### config.mk
export PLATFORM = sky130hd
export DESIGN_NAME = rcev_rx_offload
export DESIGN_NICKNAME = d
export VERILOG_FILES = /design/src/rcev_rx_offload.v
export VERILOG_INCLUDE_DIRS = /design/src
export SDC_FILE = /design/constraint.sdc
export NUM_CORES = 1
export LEC_CHECK = 0
export BUFFER_PORTS_ARGS = -buffer_cell sky130_fd_sc_hd__buf_2
export CORE_ASPECT_RATIO = 0.75
export CORE_MARGIN = 2
export CORE_UTILIZATION = 35
export DETAILED_ROUTE_END_ITERATION = 8
export PLACE_DENSITY = 0.5
export SYNTH_ARGS = -nofsm -noshare
export SYNTH_HDL_FRONTEND = slang
export SYNTH_SLANG_ARGS = --single-unit
export TNS_END_PERCENT = 100
### constraint.sdc
create_clock -name clk_i -period 18.6 [get_ports clk_i]
set_clock_uncertainty 0.05 [all_clocks]
set_input_delay 2.79 -clock clk_i [delete_from_list [all_inputs] [get_ports clk_i]]
set_output_delay 2.79 -clock clk_i [all_outputs]
set_load 0.005 [all_outputs]
### src/rcev_defines.vh
// Purpose: constants and register map of the rx checksum and event block
// Assumes: byte addresses on a 16-bit wishbone address, 32-bit data
// Notes: included by rcev_rx_offload.v and by the test bench
// Overview of operation
// small-packet event when enabled and frame length <= 12-bit threshold
// stripped vlan tag bytes are not counted in the frame length
// 16-bit ack delay, each count lasting 1.024 us
// first ack while idle loads the countdown; interrupt only at expiry
// acks arriving during the countdown do not reload it
// ack delay of zero gives an immediate ack interrupt
// packet sum starts at the 8-bit start offset, after vlan stripping
// extended descriptor: sum and ip id when report-disable 0, else hash
// software never sets report-disable with legacy descriptors
// with payload mode clear, report raw 16-bit ones-complement sum
// crc bytes are left out of the packet sum when crc stripping is on
// ip offload bit 8 (reset 1) checks ipv4 header sum, flags error
// l4 offload bit 9 (reset 1) checks tcp/udp sum, flags error
// ipv6 l4 sums checked only if both ipv6 filter disables are clear
// checksum offload only for ethernet ii and snap frames
// software writes checksum control only with the receiver disabled
// software keeps the start offset at or before the ip header
// software backs out extra bytes and adds pseudo-header to raw sum
// small-packet and ack are separate causes, gated by their enables
`ifndef RCEV_DEFINES_VH
`define RCEV_DEFINES_VH
`define RCEV_ADR_THRESH 16'h2c00
`define RCEV_ADR_ADLY   16'h2c08
`define RCEV_ADR_CPU_VECTOR_RESERVED 16'h2c10
`define RCEV_ADR_ISTAT  16'h2c20
`define RCEV_ADR_ICLR   16'h2c24
`define RCEV_ADR_IEN    16'h2c28
`define RCEV_ADR_RXCTL  16'h2c2c
`define RCEV_ADR_CSUM   16'h5000
`define RCEV_CSUM_RST   16'h0300
`define RCEV_CSUM_WMSK  16'hf3ff
`define RCEV_RXCTL_WMSK 8'hf7
`define RCEV_CS_IP_HEADER_OFFLOAD_EN   8
`define RCEV_CS_L4_OFFLOAD_EN   9
`define RCEV_CS_IP_PAYLOAD_SUM_EN  12
`define RCEV_CS_CHECKSUM_REPORT_DISABLE    13
`define RCEV_RC_RXEN    0
`define RCEV_RC_SECRC   1
`define RCEV_RC_VME     2
`define RCEV_RC_V6DIS   6
`define RCEV_RC_V6SDIS  7
`define RCEV_INT_SMALL  0
`define RCEV_INT_ACK    1
`define RCEV_DTYP_EXT   2'h1
`define RCEV_TICK_NS    1024
`define RCEV_CLK_PS     8000
`define RCEV_TICK_CYC   ((`RCEV_TICK_NS * 1000) / `RCEV_CLK_PS)
`define RCEV_ET_MIN     16'h0600
`define RCEV_ET_V4      16'h0800
`define RCEV_ET_V6      16'h86dd
`define RCEV_SNAP_DSAP  8'haa
`define RCEV_SNAP_CTL   8'h03
`define RCEV_ETH_HDR    5'h0e
`define RCEV_SNAP_HDR   5'h16
`define RCEV_V6_HDR     6'h28
`define RCEV_PR_TCP     8'h06
`define RCEV_PR_UDP     8'h11
`define RCEV_TCP_FLAGS  6'h0d
`endif

### src/rcev_rx_offload.v
// Purpose: rx packet sum, ip/l4 checksum checks, small-packet and ack events
// Assumes: one byte per valid beat, sof/eof on the first/last byte
// Notes: mac marks vlan tag bytes and crc bytes with sideband flags
`timescale 1ns/1ps
`default_nettype none
`include "rcev_defines.vh"
module rcev_rx_offload (
  input  wire        clk_i,
  input  wire        rst_i,
  input  wire        wb_cyc_i,
  input  wire        wb_stb_i,
  input  wire        wb_we_i,
  input  wire [15:0] wb_adr_i,
  input  wire [3:0]  wb_sel_i,
  input  wire [31:0] wb_dat_i,
  output reg  [31:0] wb_dat_o,
  output reg         wb_ack_o,
  input  wire        rx_valid_i,
  input  wire [7:0]  rx_data_i,
  input  wire        rx_sof_i,
  input  wire        rx_eof_i,
  input  wire        rx_vlan_i,
  input  wire        rx_fcs_i,
  output reg         desc_valid_o,
  output reg  [15:0] desc_csum_o,
  output reg  [15:0] desc_ip_id_o,
  output reg         desc_csum_sel_o,
  output reg         desc_ipcs_o,
  output reg         desc_ip_err_o,
  output reg         desc_l4cs_o,
  output reg         desc_l4_err_o,
  output reg         irq_o
);
  localparam integer TICK_CYC  = `RCEV_TICK_CYC;
  localparam [7:0]   TICK_LAST = TICK_CYC[7:0] - 8'h01;

  function [15:0] cs16;
    input [15:0] a;
    input [15:0] b;
    reg   [16:0] s;
    begin
      s = {1'b0, a} + {1'b0, b};
      cs16 = s[15:0] + {15'h0, s[16]};
    end
  endfunction

  // even offsets carry the high byte of a word
  function [15:0] csb;
    input [15:0] a;
    input [7:0]  d;
    input        lo;
    begin
      csb = cs16(a, lo ? {8'h00, d} : {d, 8'h00});
    end
  endfunction

  function [31:0] wmerge;
    input [31:0] old;
    input [31:0] nw;
    input [3:0]  sel;
    reg   [31:0] m;
    begin
      m = {{8{sel[3]}}, {8{sel[2]}}, {8{sel[1]}}, {8{sel[0]}}};
      wmerge = (old & ~m) | (nw & m);
    end
  endfunction

  // software registers
  reg [11:0] thr_ff;
  reg [15:0] adly_ff;
  reg [15:0] csum_ff;
  reg [7:0]  rxctl_ff;
  reg [1:0]  en_ff;
  reg [1:0]  stat_ff;
  // ack countdown
  reg [7:0]  tick_ff;
  reg [15:0] cnt_ff;
  reg        run_ff;
  // frame parse state
  reg [13:0] pos_ff;
  reg [15:0] et_ff;
  reg        snap_ff;
  reg [1:0]  l3_ff;
  reg [4:0]  base_ff;
  reg [5:0]  hlen_ff;
  reg [15:0] lfld_ff;
  reg [7:0]  proto_ff;
  reg [15:0] id_ff;
  reg [15:0] ipsum_ff;
  reg [15:0] psum_ff;
  reg [15:0] l4sum_ff;
  reg [15:0] pkt_ff;
  reg        ackf_ff;
  reg        udpnz_ff;

  reg [13:0] nxt_pos;
  reg [15:0] nxt_et;
  reg        nxt_snap;
  reg [1:0]  nxt_l3;
  reg [4:0]  nxt_base;
  reg [5:0]  nxt_hlen;
  reg [15:0] nxt_lfld;
  reg [7:0]  nxt_proto;
  reg [15:0] nxt_id;
  reg [15:0] nxt_ipsum;
  reg [15:0] nxt_psum;
  reg [15:0] nxt_l4sum;
  reg [15:0] nxt_pkt;
  reg        nxt_ackf;
  reg        nxt_udpnz;

  reg        take;
  reg        fr;
  reg        v6;
  reg [13:0] p;
  reg [13:0] r;
  reg [13:0] l4rel;
  reg [13:0] start;
  reg [13:0] prel;
  reg [15:0] l4end;
  reg [15:0] l4len;
  reg [15:0] pse;
  reg        eof;
  reg        small_ev;
  reg        ack_ev;
  reg        ip_chk;
  reg        l4_chk;
  reg        l4_good;

  wire vme    = rxctl_ff[`RCEV_RC_VME];
  wire secrc  = rxctl_ff[`RCEV_RC_SECRC];
  wire ipp    = csum_ff[`RCEV_CS_IP_PAYLOAD_SUM_EN];
  // high type byte from the register, not the next value: no comb loop
  wire [15:0] et_now = {et_ff[15:8], rx_data_i};

  always @* begin
    // stripped tag bytes vanish from offsets and length
    take = rx_valid_i & ~(rx_vlan_i & vme) & rxctl_ff[`RCEV_RC_RXEN];
    fr = take & rx_sof_i;
    nxt_pos   = fr ? 14'h0 : pos_ff;
    nxt_et    = fr ? 16'h0 : et_ff;
    nxt_snap  = fr ? 1'b0 : snap_ff;
    nxt_l3    = fr ? 2'h0 : l3_ff;
    nxt_base  = fr ? 5'h0 : base_ff;
    nxt_hlen  = fr ? `RCEV_V6_HDR : hlen_ff;
    nxt_lfld  = fr ? 16'h0 : lfld_ff;
    nxt_proto = fr ? 8'h0 : proto_ff;
    nxt_id    = fr ? 16'h0 : id_ff;
    nxt_ipsum = fr ? 16'h0 : ipsum_ff;
    nxt_psum  = fr ? 16'h0 : psum_ff;
    nxt_l4sum = fr ? 16'h0 : l4sum_ff;
    nxt_pkt   = fr ? 16'h0 : pkt_ff;
    nxt_ackf  = fr ? 1'b0 : ackf_ff;
    nxt_udpnz = fr ? 1'b0 : udpnz_ff;
    p = nxt_pos;
    v6 = 1'b0;
    r = 14'h0;
    l4rel = 14'h0;
    start = 14'h0;
    prel = 14'h0;
    l4end = 16'h0;
    if (take) begin
      nxt_pos = p + 14'h1;
      if (p == 14'd12 || p == 14'd20)
        nxt_et[15:8] = rx_data_i;
      if (p == 14'd13 || p == 14'd21)
        nxt_et[7:0] = rx_data_i;
      if (p == 14'd13)
        nxt_snap = et_now < `RCEV_ET_MIN;
      if (p >= 14'd14 && p <= 14'd19)
        nxt_snap = nxt_snap & (rx_data_i == (p < 14'd16 ? `RCEV_SNAP_DSAP :
                   (p == 14'd16 ? `RCEV_SNAP_CTL : 8'h00)));
      // only type-coded and snap frames get offload
      if ((p == 14'd13 && et_now >= `RCEV_ET_MIN) || (p == 14'd21 && nxt_snap)) begin
        nxt_base = (p == 14'd13) ? `RCEV_ETH_HDR : `RCEV_SNAP_HDR;
        if (et_now == `RCEV_ET_V4)
          nxt_l3 = 2'h1;
        else if (et_now == `RCEV_ET_V6)
          nxt_l3 = 2'h2;
      end
      v6 = nxt_l3 == 2'h2;
      r = p - {9'h0, nxt_base};
      if (nxt_l3 != 2'h0 && p >= {9'h0, nxt_base}) begin
        if (r == 14'h0) begin
          if (rx_data_i[7:4] != (v6 ? 4'h6 : 4'h4))
            nxt_l3 = 2'h0;
          else if (!v6)
            nxt_hlen = {rx_data_i[3:0], 2'b00};
        end
        if (r == (v6 ? 14'h4 : 14'h2))
          nxt_lfld[15:8] = rx_data_i;
        if (r == (v6 ? 14'h5 : 14'h3))
          nxt_lfld[7:0] = rx_data_i;
        if (!v6 && r == 14'h4)
          nxt_id[15:8] = rx_data_i;
        if (!v6 && r == 14'h5)
          nxt_id[7:0] = rx_data_i;
        if (r == (v6 ? 14'h6 : 14'h9))
          nxt_proto = rx_data_i;
        if (!v6 && r < {8'h0, nxt_hlen})
          nxt_ipsum = csb(nxt_ipsum, rx_data_i, r[0]);
        // addresses feed the pseudo-header
        if (v6 ? (r >= 14'd8 && r < 14'd40) : (r >= 14'd12 && r < 14'd20))
          nxt_psum = csb(nxt_psum, rx_data_i, r[0]);
        l4end = v6 ? nxt_lfld + {10'h0, `RCEV_V6_HDR} : nxt_lfld;
        l4rel = r - {8'h0, nxt_hlen};
        if (r >= {8'h0, nxt_hlen} && {2'h0, r} < l4end) begin
          nxt_l4sum = csb(nxt_l4sum, rx_data_i, r[0]);
          if (nxt_proto == `RCEV_PR_TCP && l4rel == {8'h0, `RCEV_TCP_FLAGS})
            nxt_ackf = rx_data_i[4];
          if (nxt_proto == `RCEV_PR_UDP && (l4rel == 14'h6 || l4rel == 14'h7))
            nxt_udpnz = nxt_udpnz | (rx_data_i != 8'h00);
        end
      end
      // payload mode starts the raw sum at the l4 header
      if (ipp && nxt_l3 != 2'h0)
        start = {9'h0, nxt_base} + {8'h0, nxt_hlen};
      else
        start = {6'h0, csum_ff[7:0]};
      prel = p - start;
      if (p >= start && !(rx_fcs_i && secrc))
        nxt_pkt = csb(nxt_pkt, rx_data_i, prel[0]);
    end
    eof = take & rx_eof_i;
    v6 = nxt_l3 == 2'h2;
    l4len = v6 ? nxt_lfld : nxt_lfld - {10'h0, nxt_hlen};
    pse = cs16(cs16(nxt_psum, {8'h0, nxt_proto}), l4len);
    // udp over ipv4 may omit its sum
    l4_good = cs16(nxt_l4sum, pse) == 16'hffff ||
              (!v6 && nxt_proto == `RCEV_PR_UDP && !nxt_udpnz);
    ip_chk = csum_ff[`RCEV_CS_IP_HEADER_OFFLOAD_EN] && nxt_l3 == 2'h1;
    l4_chk = csum_ff[`RCEV_CS_L4_OFFLOAD_EN] &&
             (nxt_proto == `RCEV_PR_TCP || nxt_proto == `RCEV_PR_UDP) &&
             (nxt_l3 == 2'h1 || (v6 && !rxctl_ff[`RCEV_RC_V6DIS] &&
              !rxctl_ff[`RCEV_RC_V6SDIS]));
    // length counts headers and crc
    small_ev = eof && (p + 14'h1) <= {2'h0, thr_ff};
    ack_ev = eof && nxt_l3 != 2'h0 && nxt_proto == `RCEV_PR_TCP && nxt_ackf;
  end

  // wishbone decode
  wire        req = wb_cyc_i & wb_stb_i;
  wire        wr  = req & wb_we_i & wb_ack_o;
  reg  [31:0] rdat;

  always @* begin
    case (wb_adr_i)
      `RCEV_ADR_THRESH: rdat = {20'h0, thr_ff};
      `RCEV_ADR_ADLY:   rdat = {16'h0, adly_ff};
      `RCEV_ADR_CSUM:   rdat = {16'h0, csum_ff};
      `RCEV_ADR_ISTAT:  rdat = {30'h0, stat_ff};
      `RCEV_ADR_IEN:    rdat = {30'h0, en_ff};
      `RCEV_ADR_RXCTL:  rdat = {24'h0, rxctl_ff};
      default:          rdat = 32'h0;
    endcase
  end

  wire [31:0] wd_thr   = wmerge({20'h0, thr_ff}, wb_dat_i, wb_sel_i);
  wire [31:0] wd_adly  = wmerge({16'h0, adly_ff}, wb_dat_i, wb_sel_i);
  wire [31:0] wd_csum  = wmerge({16'h0, csum_ff}, wb_dat_i, wb_sel_i);
  wire [31:0] wd_rxctl = wmerge({24'h0, rxctl_ff}, wb_dat_i, wb_sel_i);
  wire [31:0] wd_en    = wmerge({30'h0, en_ff}, wb_dat_i, wb_sel_i);
  wire [1:0]  clr = (wr && wb_adr_i == `RCEV_ADR_ICLR && wb_sel_i[0]) ?
                    wb_dat_i[1:0] : 2'h0;

  // ack timer: a running countdown is never restarted
  wire tick_last = tick_ff == TICK_LAST;
  wire ack_start = ack_ev & en_ff[`RCEV_INT_ACK] & ~run_ff;
  wire ack_fire  = (ack_start && adly_ff == 16'h0) ||
                   (run_ff && tick_last && cnt_ff == 16'h1);
  wire [1:0] set;
  assign set[`RCEV_INT_SMALL] = small_ev & en_ff[`RCEV_INT_SMALL];
  assign set[`RCEV_INT_ACK]   = ack_fire & en_ff[`RCEV_INT_ACK];
  // set beats a same-cycle clear
  wire [1:0] nxt_stat = (stat_ff & ~clr) | set;

  always @(posedge clk_i) begin
    if (rst_i) begin
      wb_ack_o <= 1'b0;
      wb_dat_o <= 32'h0;
      thr_ff   <= 12'h0;
      adly_ff  <= 16'h0;
      csum_ff  <= `RCEV_CSUM_RST;
      rxctl_ff <= 8'h0;
      en_ff    <= 2'h0;
      stat_ff  <= 2'h0;
      irq_o    <= 1'b0;
    end else begin
      wb_ack_o <= req & ~wb_ack_o;
      wb_dat_o <= (req & ~wb_ack_o & ~wb_we_i) ? rdat : 32'h0;
      if (wr && wb_adr_i == `RCEV_ADR_THRESH)
        thr_ff <= wd_thr[11:0];
      if (wr && wb_adr_i == `RCEV_ADR_ADLY)
        adly_ff <= wd_adly[15:0];
      if (wr && wb_adr_i == `RCEV_ADR_CSUM)
        csum_ff <= wd_csum[15:0] & `RCEV_CSUM_WMSK;
      if (wr && wb_adr_i == `RCEV_ADR_RXCTL)
        rxctl_ff <= wd_rxctl[7:0] & `RCEV_RXCTL_WMSK;
      if (wr && wb_adr_i == `RCEV_ADR_IEN)
        en_ff <= wd_en[1:0];
      stat_ff <= nxt_stat;
      irq_o   <= |(nxt_stat & en_ff);
    end
  end

  always @(posedge clk_i) begin
    if (rst_i) begin
      tick_ff <= 8'h0;
      cnt_ff  <= 16'h0;
      run_ff  <= 1'b0;
    end else begin
      // prescaler restarts on load so the first count is a full period
      tick_ff <= (ack_start || tick_last) ? 8'h0 : tick_ff + 8'h1;
      if (ack_start && adly_ff != 16'h0) begin
        cnt_ff <= adly_ff;
        run_ff <= 1'b1;
      end else if (run_ff && tick_last) begin
        cnt_ff <= cnt_ff - 16'h1;
        if (cnt_ff == 16'h1)
          run_ff <= 1'b0;
      end
    end
  end

  always @(posedge clk_i) begin
    if (rst_i) begin
      pos_ff   <= 14'h0;
      et_ff    <= 16'h0;
      snap_ff  <= 1'b0;
      l3_ff    <= 2'h0;
      base_ff  <= 5'h0;
      hlen_ff  <= 6'h0;
      lfld_ff  <= 16'h0;
      proto_ff <= 8'h0;
      id_ff    <= 16'h0;
      ipsum_ff <= 16'h0;
      psum_ff  <= 16'h0;
      l4sum_ff <= 16'h0;
      pkt_ff   <= 16'h0;
      ackf_ff  <= 1'b0;
      udpnz_ff <= 1'b0;
      desc_valid_o    <= 1'b0;
      desc_csum_o     <= 16'h0;
      desc_ip_id_o    <= 16'h0;
      desc_csum_sel_o <= 1'b0;
      desc_ipcs_o     <= 1'b0;
      desc_ip_err_o   <= 1'b0;
      desc_l4cs_o     <= 1'b0;
      desc_l4_err_o   <= 1'b0;
    end else begin
      pos_ff   <= nxt_pos;
      et_ff    <= nxt_et;
      snap_ff  <= nxt_snap;
      l3_ff    <= nxt_l3;
      base_ff  <= nxt_base;
      hlen_ff  <= nxt_hlen;
      lfld_ff  <= nxt_lfld;
      proto_ff <= nxt_proto;
      id_ff    <= nxt_id;
      ipsum_ff <= nxt_ipsum;
      psum_ff  <= nxt_psum;
      l4sum_ff <= nxt_l4sum;
      pkt_ff   <= nxt_pkt;
      ackf_ff  <= nxt_ackf;
      udpnz_ff <= nxt_udpnz;
      desc_valid_o <= eof;
      if (eof) begin
        desc_csum_o   <= nxt_pkt;
        desc_ip_id_o  <= nxt_id;
        // legacy format always carries the sum; hash only when extended
        desc_csum_sel_o <= (rxctl_ff[5:4] == `RCEV_DTYP_EXT) ?
                           ~csum_ff[`RCEV_CS_CHECKSUM_REPORT_DISABLE] : 1'b1;
        desc_ipcs_o   <= ip_chk;
        desc_ip_err_o <= ip_chk && nxt_ipsum != 16'hffff;
        desc_l4cs_o   <= l4_chk;
        desc_l4_err_o <= l4_chk && !l4_good;
      end
    end
  end
endmodule
`default_nettype wire

======== Word-level counts from Yosys, hierarchy flattened ========
Index checks and enable logic that the tools add are counted.
storage, ports and cells
  flip-flop bits (word level) ............. 300
  bits of input ports ..................... 70
  output and inout bits ................... 72
  word-level logic and storage cells ...... 317
operators by class
  add/sub/neg operators ................... 23
  order comparisons ....................... 15
  equal/unequal tests ..................... 36
  multiplexer cells ....................... 102
  bitwise logic cells ..................... 38
  reductions and logical operators ........ 68
operators by type and width
  kind                     number
  $mux W16                 29
  $mux W8                  18
  $add A16 B1 Y16          7
  $add A16 B16 Y17         6
  $eq A16 B14 Y1 const B   6
  $pmux W16 S6             1
  $eq A14 B3 Y1 const B    4
  $mux W6                  9
  $and A16 B16 Y16         3
  $eq A14 B4 Y1 const B    3
  $eq A14 B5 Y1 const B    3
  $ge A14 B4 Y1 const B    3
  $mux W14                 3
  $logic_and A1 B1 Y1      39
  $eq A16 B16 Y1 const B   2
  $or A16 B16 Y16          2
  $eq A14 B3 Y1            2
  $lt A14 B5 Y1 const B    2
  $mux W2                  13
  $mux W5                  5
  $mux W1                  21
  $add A16 B8 Y17          1
  $add A16 B6 Y16 const B  1
  $eq A16 B1 Y1 const B    1
  51 further kinds         98

======== Depth between registers and ports, before layout ========
  depth in word-level cells ............... 40
  gate-level depth with buffers ........... 104
  depth with buffers taken out ............ 94

======== Least setup slack after synthesis ========
No wires, ideal clock.
  path kind ............................... input to register
  start point ............................. in rx_valid_i
  end point ............................... reg desc_l4_err_o
  library setup time ...................... 0.140 ns
  data arrival time ....................... 19.551 ns
  required time ........................... 18.410 ns
  setup slack ............................. -1.142 ns
  stages .................................. 102
  path buffers ............................ 10
  cell sequence ........................... and2_1 nand3_1 clkbuf_1 clkbuf_1 clkbuf_1 buf_1 clkbuf_1 clkbuf_1 clkbuf_1 clkbuf_1 nand2_1 inv_1 ha_1 nand4b_1 or2_2 a211oi_2 nand2_1 and3_1 (+66 left out) a21boi_0 o21ai_0 a21oi_1 o21a_1 o21a_1 o21ai_0 nand2b_1 ha_1 nor2b_1 xnor2_1 nor2_1 a22oi_1 nor4_1 and3_1 and4b_1 a31oi_1 o21bai_1 a31oi_1
on the way
  elaborated cells between the ends (all ways) .. 139
  classes of those cells .................. add/sub (14); order compare (10); eq/ne (17); mux (67); bitwise (6); reduce/logical (25)
RTL lines
  element                                                                 line                   RTL
  from (decl)                                                             rcev_rx_offload.v:18   input wire rx_valid_i,
  $and A1 B1 Y1 * (2 in a row)                                            rcev_rx_offload.v:138  take = rx_valid_i & ~(rx_vlan_i & vme) & rxctl_ff[`RCEV_RC_RXEN];
  parallel branches: the longest is 19 deep, another holds $lt A14 B5 Y1  --
  $mux W16 *                                                              rcev_rx_offload.v:162  if (take) begin
  via nxt_psum[1]                                                         rcev_rx_offload.v:106  reg [15:0] nxt_psum;
  $add A16 B8 Y17 *                                                       rcev_rx_offload.v:42   s = {1'b0, a} + {1'b0, b};
  $add A16 B1 Y16 *                                                       rcev_rx_offload.v:43   cs16 = s[15:0] + {15'h0, s[16]};
  $add A16 B16 Y17 *                                                      rcev_rx_offload.v:42
  $add A16 B1 Y16 *                                                       rcev_rx_offload.v:43
  $add A16 B16 Y17 *                                                      rcev_rx_offload.v:42
  $add A16 B1 Y16 *                                                       rcev_rx_offload.v:43
  $eq A16 B16 Y1 *                                                        rcev_rx_offload.v:229  l4_good = cs16(nxt_l4sum, pse) == 16'hffff ||
  $logic_or A1 B1 Y1 *                                                    rcev_rx_offload.v:229
  $logic_not A1 Y1 *                                                      rcev_rx_offload.v:376  desc_l4_err_o <= l4_chk && !l4_good;
  $logic_and A1 B1 Y1 *                                                   rcev_rx_offload.v:376
  to (signal assigned)                                                    rcev_rx_offload.v:376
  to (decl)                                                               rcev_rx_offload.v:31   output reg desc_l4_err_o,
Mark *: on every way through the listed nets, which the timed path passes. The select of a mux whose other input is x is not followed.
A chain may end at the register's enable or synchronous reset.

======== Worst setup path in the final report ========
  start point ............................. in rx_valid_i
  end point ............................... reg desc_l4_err_o
on the way
  word-level cells in the longest chain between the ends .. 35
  elaborated cells between the ends (all ways) .. 139
  classes of those cells .................. add/sub (14); order compare (10); eq/ne (17); mux (67); bitwise (6); reduce/logical (25)
RTL lines
  element                                                                 line
  $and A1 B1 Y1 * (2 in a row)                                            rcev_rx_offload.v:138
  parallel branches: the longest is 33 deep, another holds $lt A14 B5 Y1  --
Mark *: on every way between the ends. The select of a mux whose other input is x is not followed.

==> impl_results.md <==
- Total wire length: 74800 um
- Sequential area share after synthesis: 25.1%
- Max-capacitance violation count: 0
- Vias in the first global route: 19700
- Post-synth top area share: 25.1%
- I/O pin count: 142
- PwrDens: 55.3 nW/um^2
- EDFF count, synth: 0
- DRT antenna net count: 0
- Critical Path AT: roughly 18000 ps
- Asr flop ratio synth: 0%
- Number of clock sinks: about 280
- 1st-pass router iterations: 6
- Largest net degree at the start of global routing: 164
- GRT overflow: 0
- Slowest-stage cell, CP: or4_4
- Family with the most delay on the worst path: compound AO/OA/AOI/OAI gates
- Peak Freq: 57.5 MHz
- Largest stage delay, worst path: 540 ps
- Worst hold margin: 405 ps
- Antenna cells: 0
- Syn Area/Cell: 7.63 sq um
- Num rows: 79
- Final-report max-slew violation count: 0
- Fin. Hold Viols: 0
- Slew @ Worst Pin: 1210 ps
- Layout Area Growth over Synthesis: 13.1%
- Critical Path Fanout Max: 4
- Largest cells by area after synthesis: dfxtp_1 25%, ha_1 10%, xnor2_1 6.7%, nor2_1 5.9%, a21oi_1 4.7%
- VDD IR max: 0.0491 mV
- Layout cells sized above 1: 10.8%
- Die Y: 221 um
- Routed vias/inst: 5.50
- Count leader, synth: nor2_1
- CP startpoint kind: input port
- Critical path capture point type: flop
- M1 GR Usage: 34.8%
- Core area: 62100 sq um
- Status: finished clean
- YS warnings: 0
- Die W: 293 um
- CTS max path bufs: 3
- Wirelength per Cell: 19.7 um
- WP buf/inv: 5
- Mapped Cells: 2879
- Clock Latency Late Sink: 560 ps
- Initial antenna violation count: 0
- H-tree depth: 2
- Drt drc: 0
- Crit path top cell by count: ha_1
- Normalized max-slew margin: 18.3%
- Total chip power: 1380 uW
- Hold crit path type: flop to flop
- Total Routing Usage GR: 22.5%
- # hold bufs at CTS: 0
- Root buffer cell: clkbuf_16
- Nets: 3211
- Final setup violation count: 0
- Most Used Layer, Global Route: met1
- Tmin final: 17390 ps
- TritonCTS buffer count: 35
- Reg clk slew, reported paths: 60 ps
- Tcrit/Tclk final: 93.5%
- Met2 Use GR: 32.5%
- Prevailing post-synth register cell: dfxtp_1
- Number of DRC markers in iteration 0: 1718
- First-pass GRT wire length: ~120000 um
- Die ar.: 64800 sq um
- Post-synth top cells: 348 x nor2_1, 276 x dfxtp_1, 235 x nand2_1, 208 x a21oi_1, 177 x ha_1
- Cell Area, Synth: 22000 sq um
- M3 GR Usage: 3.84%
- CTS tree: built
- Setup CP Type: input port to flop
- Count of unique library cells instantiated by Yosys: 95
- Leak: 0.0106 uW
- Via count: ~21000
- Synth area leader: dfxtp_1
- Starting Density: between 30 and 40%
- Detail Placement HPWL: between 50000 and 60000 um
- Synthesized flop and latch total: 276
- Placer Congestion: 0.887
- I/O Buffers: 107
- Worst EP required: 18970 ps
-- report_power, final --
part | leakage (uW) | internal (uW) | switching, uW
Combinational | 0.00776 | 19.0 | 43.4
Clock | 0.000577 | 432 | 288
Sequential | 0.00222 | 592 | 0.575
-- layout make-up --
type | instances | area, sq um
clock buffers | 50 | 1000
well taps | 810 | 1010
inverters | 138 | 518
repair buffers | 189 | 1170
clock inverters | 12 | 188
flip-flops and latches | 276 | 5530
fillers | 6364 | 37200
multi-input cells | 2315 | 15400
-- cell families after synthesis --
family / share of synthesized area, %
buffers and inverters: 5.59
adders and majority gates: 11.0
and+or+nand+nor: 26.7
AOI/OAI and AO/OA: 17.5
other: 0.0171
xor gates and xnor gates: 9.95
DFF: 25.1
muxes: 4.07
-- placed cells by master (no fill, tap or decap), types with 11 or more instances in the layout --
| cell | count |
|---|---|
| o21bai_1 | 42 |
| nor3_1 | 79 |
| buf_2 | 106 |
| a31oi_1 | 29 |
| xnor2_1 | 167 |
| dfxtp_1 | 276 |
| or3_1 | 12 |
| nor2b_1 | 59 |
| nand2b_1 | 21 |
| and3_1 | 53 |
| nand4_1 | 23 |
| nand3b_1 | 11 |
| mux2i_1 | 68 |
| nor4_1 | 31 |
| nand3_1 | 122 |
| o21ai_0 | 86 |
| clkbuf_16 | 35 |
| inv_1 | 138 |
| ha_1 | 175 |
| buf_4 | 81 |
| and2_1 | 107 |
| xor2_1 | 75 |
| a211oi_1 | 52 |
| a21oi_1 | 199 |
| nand2_1 | 235 |
| nor3b_1 | 13 |
| a22oi_1 | 23 |
| conb_1 | 16 |
| a21o_1 | 35 |
| nor2_1 | 346 |
| mux2_2 | 17 |
-- worst paths after layout --
kind	startpoint	endpoint	slack [ps]	cells past startpoint
setup reg to reg	pos_ff[4]$_SDFF_PP0_	desc_l4_err_o$_SDFFE_PP0P_	3180	86
setup / recovery	rx_valid_i	desc_l4_err_o$_SDFFE_PP0P_	1210	92
hold reg to reg	desc_csum_o[9]$_SDFFE_PP0P_	desc_csum_o[9]$_SDFFE_PP0P_	410	2
hold / removal	desc_csum_o[9]$_SDFFE_PP0P_	desc_csum_o[9]$_SDFFE_PP0P_	410	2
-- repair_timing --
item | 4_1_cts | 5_1_grt
buffers inserted | 0 | 3
gates resized for setup | 0 | 34
endpoints found under the setup margin | 0 | 1
-- through the flow --
stage	setup TNS [ps]	cells	area [sq um]	setup WS, ps	util [%]
finish	0	3790	24900	1210	40.0
global route	-62.3	3790	24900	-62.3	40.0
CTS	0	3787	24700	430	39.8
detailed placement	-52.4	3725	23500	-52.4	37.9
global placement	0	3725	23500	396	37.9
floorplan	0	2894	22100	16.7	-
-- worst min-delay path, stage by stage, from the launching register on --
cell     delay [ps]
dfxtp_1         310
nand2_1          50
a21oi_1          50
-- per-layer routing --
| metal | vias up | share of wire, % |
|---|---|---|
| met5 | - | 0 |
| met4 | 0 | 1.6 |
| met3 | 73 | 6.3 |
| met2 | 531 | 41 |
| met1 | 9999 | 52 |
| li1 | 10200 | - |
Note: power is estimated with default switching activity, not from simulation.
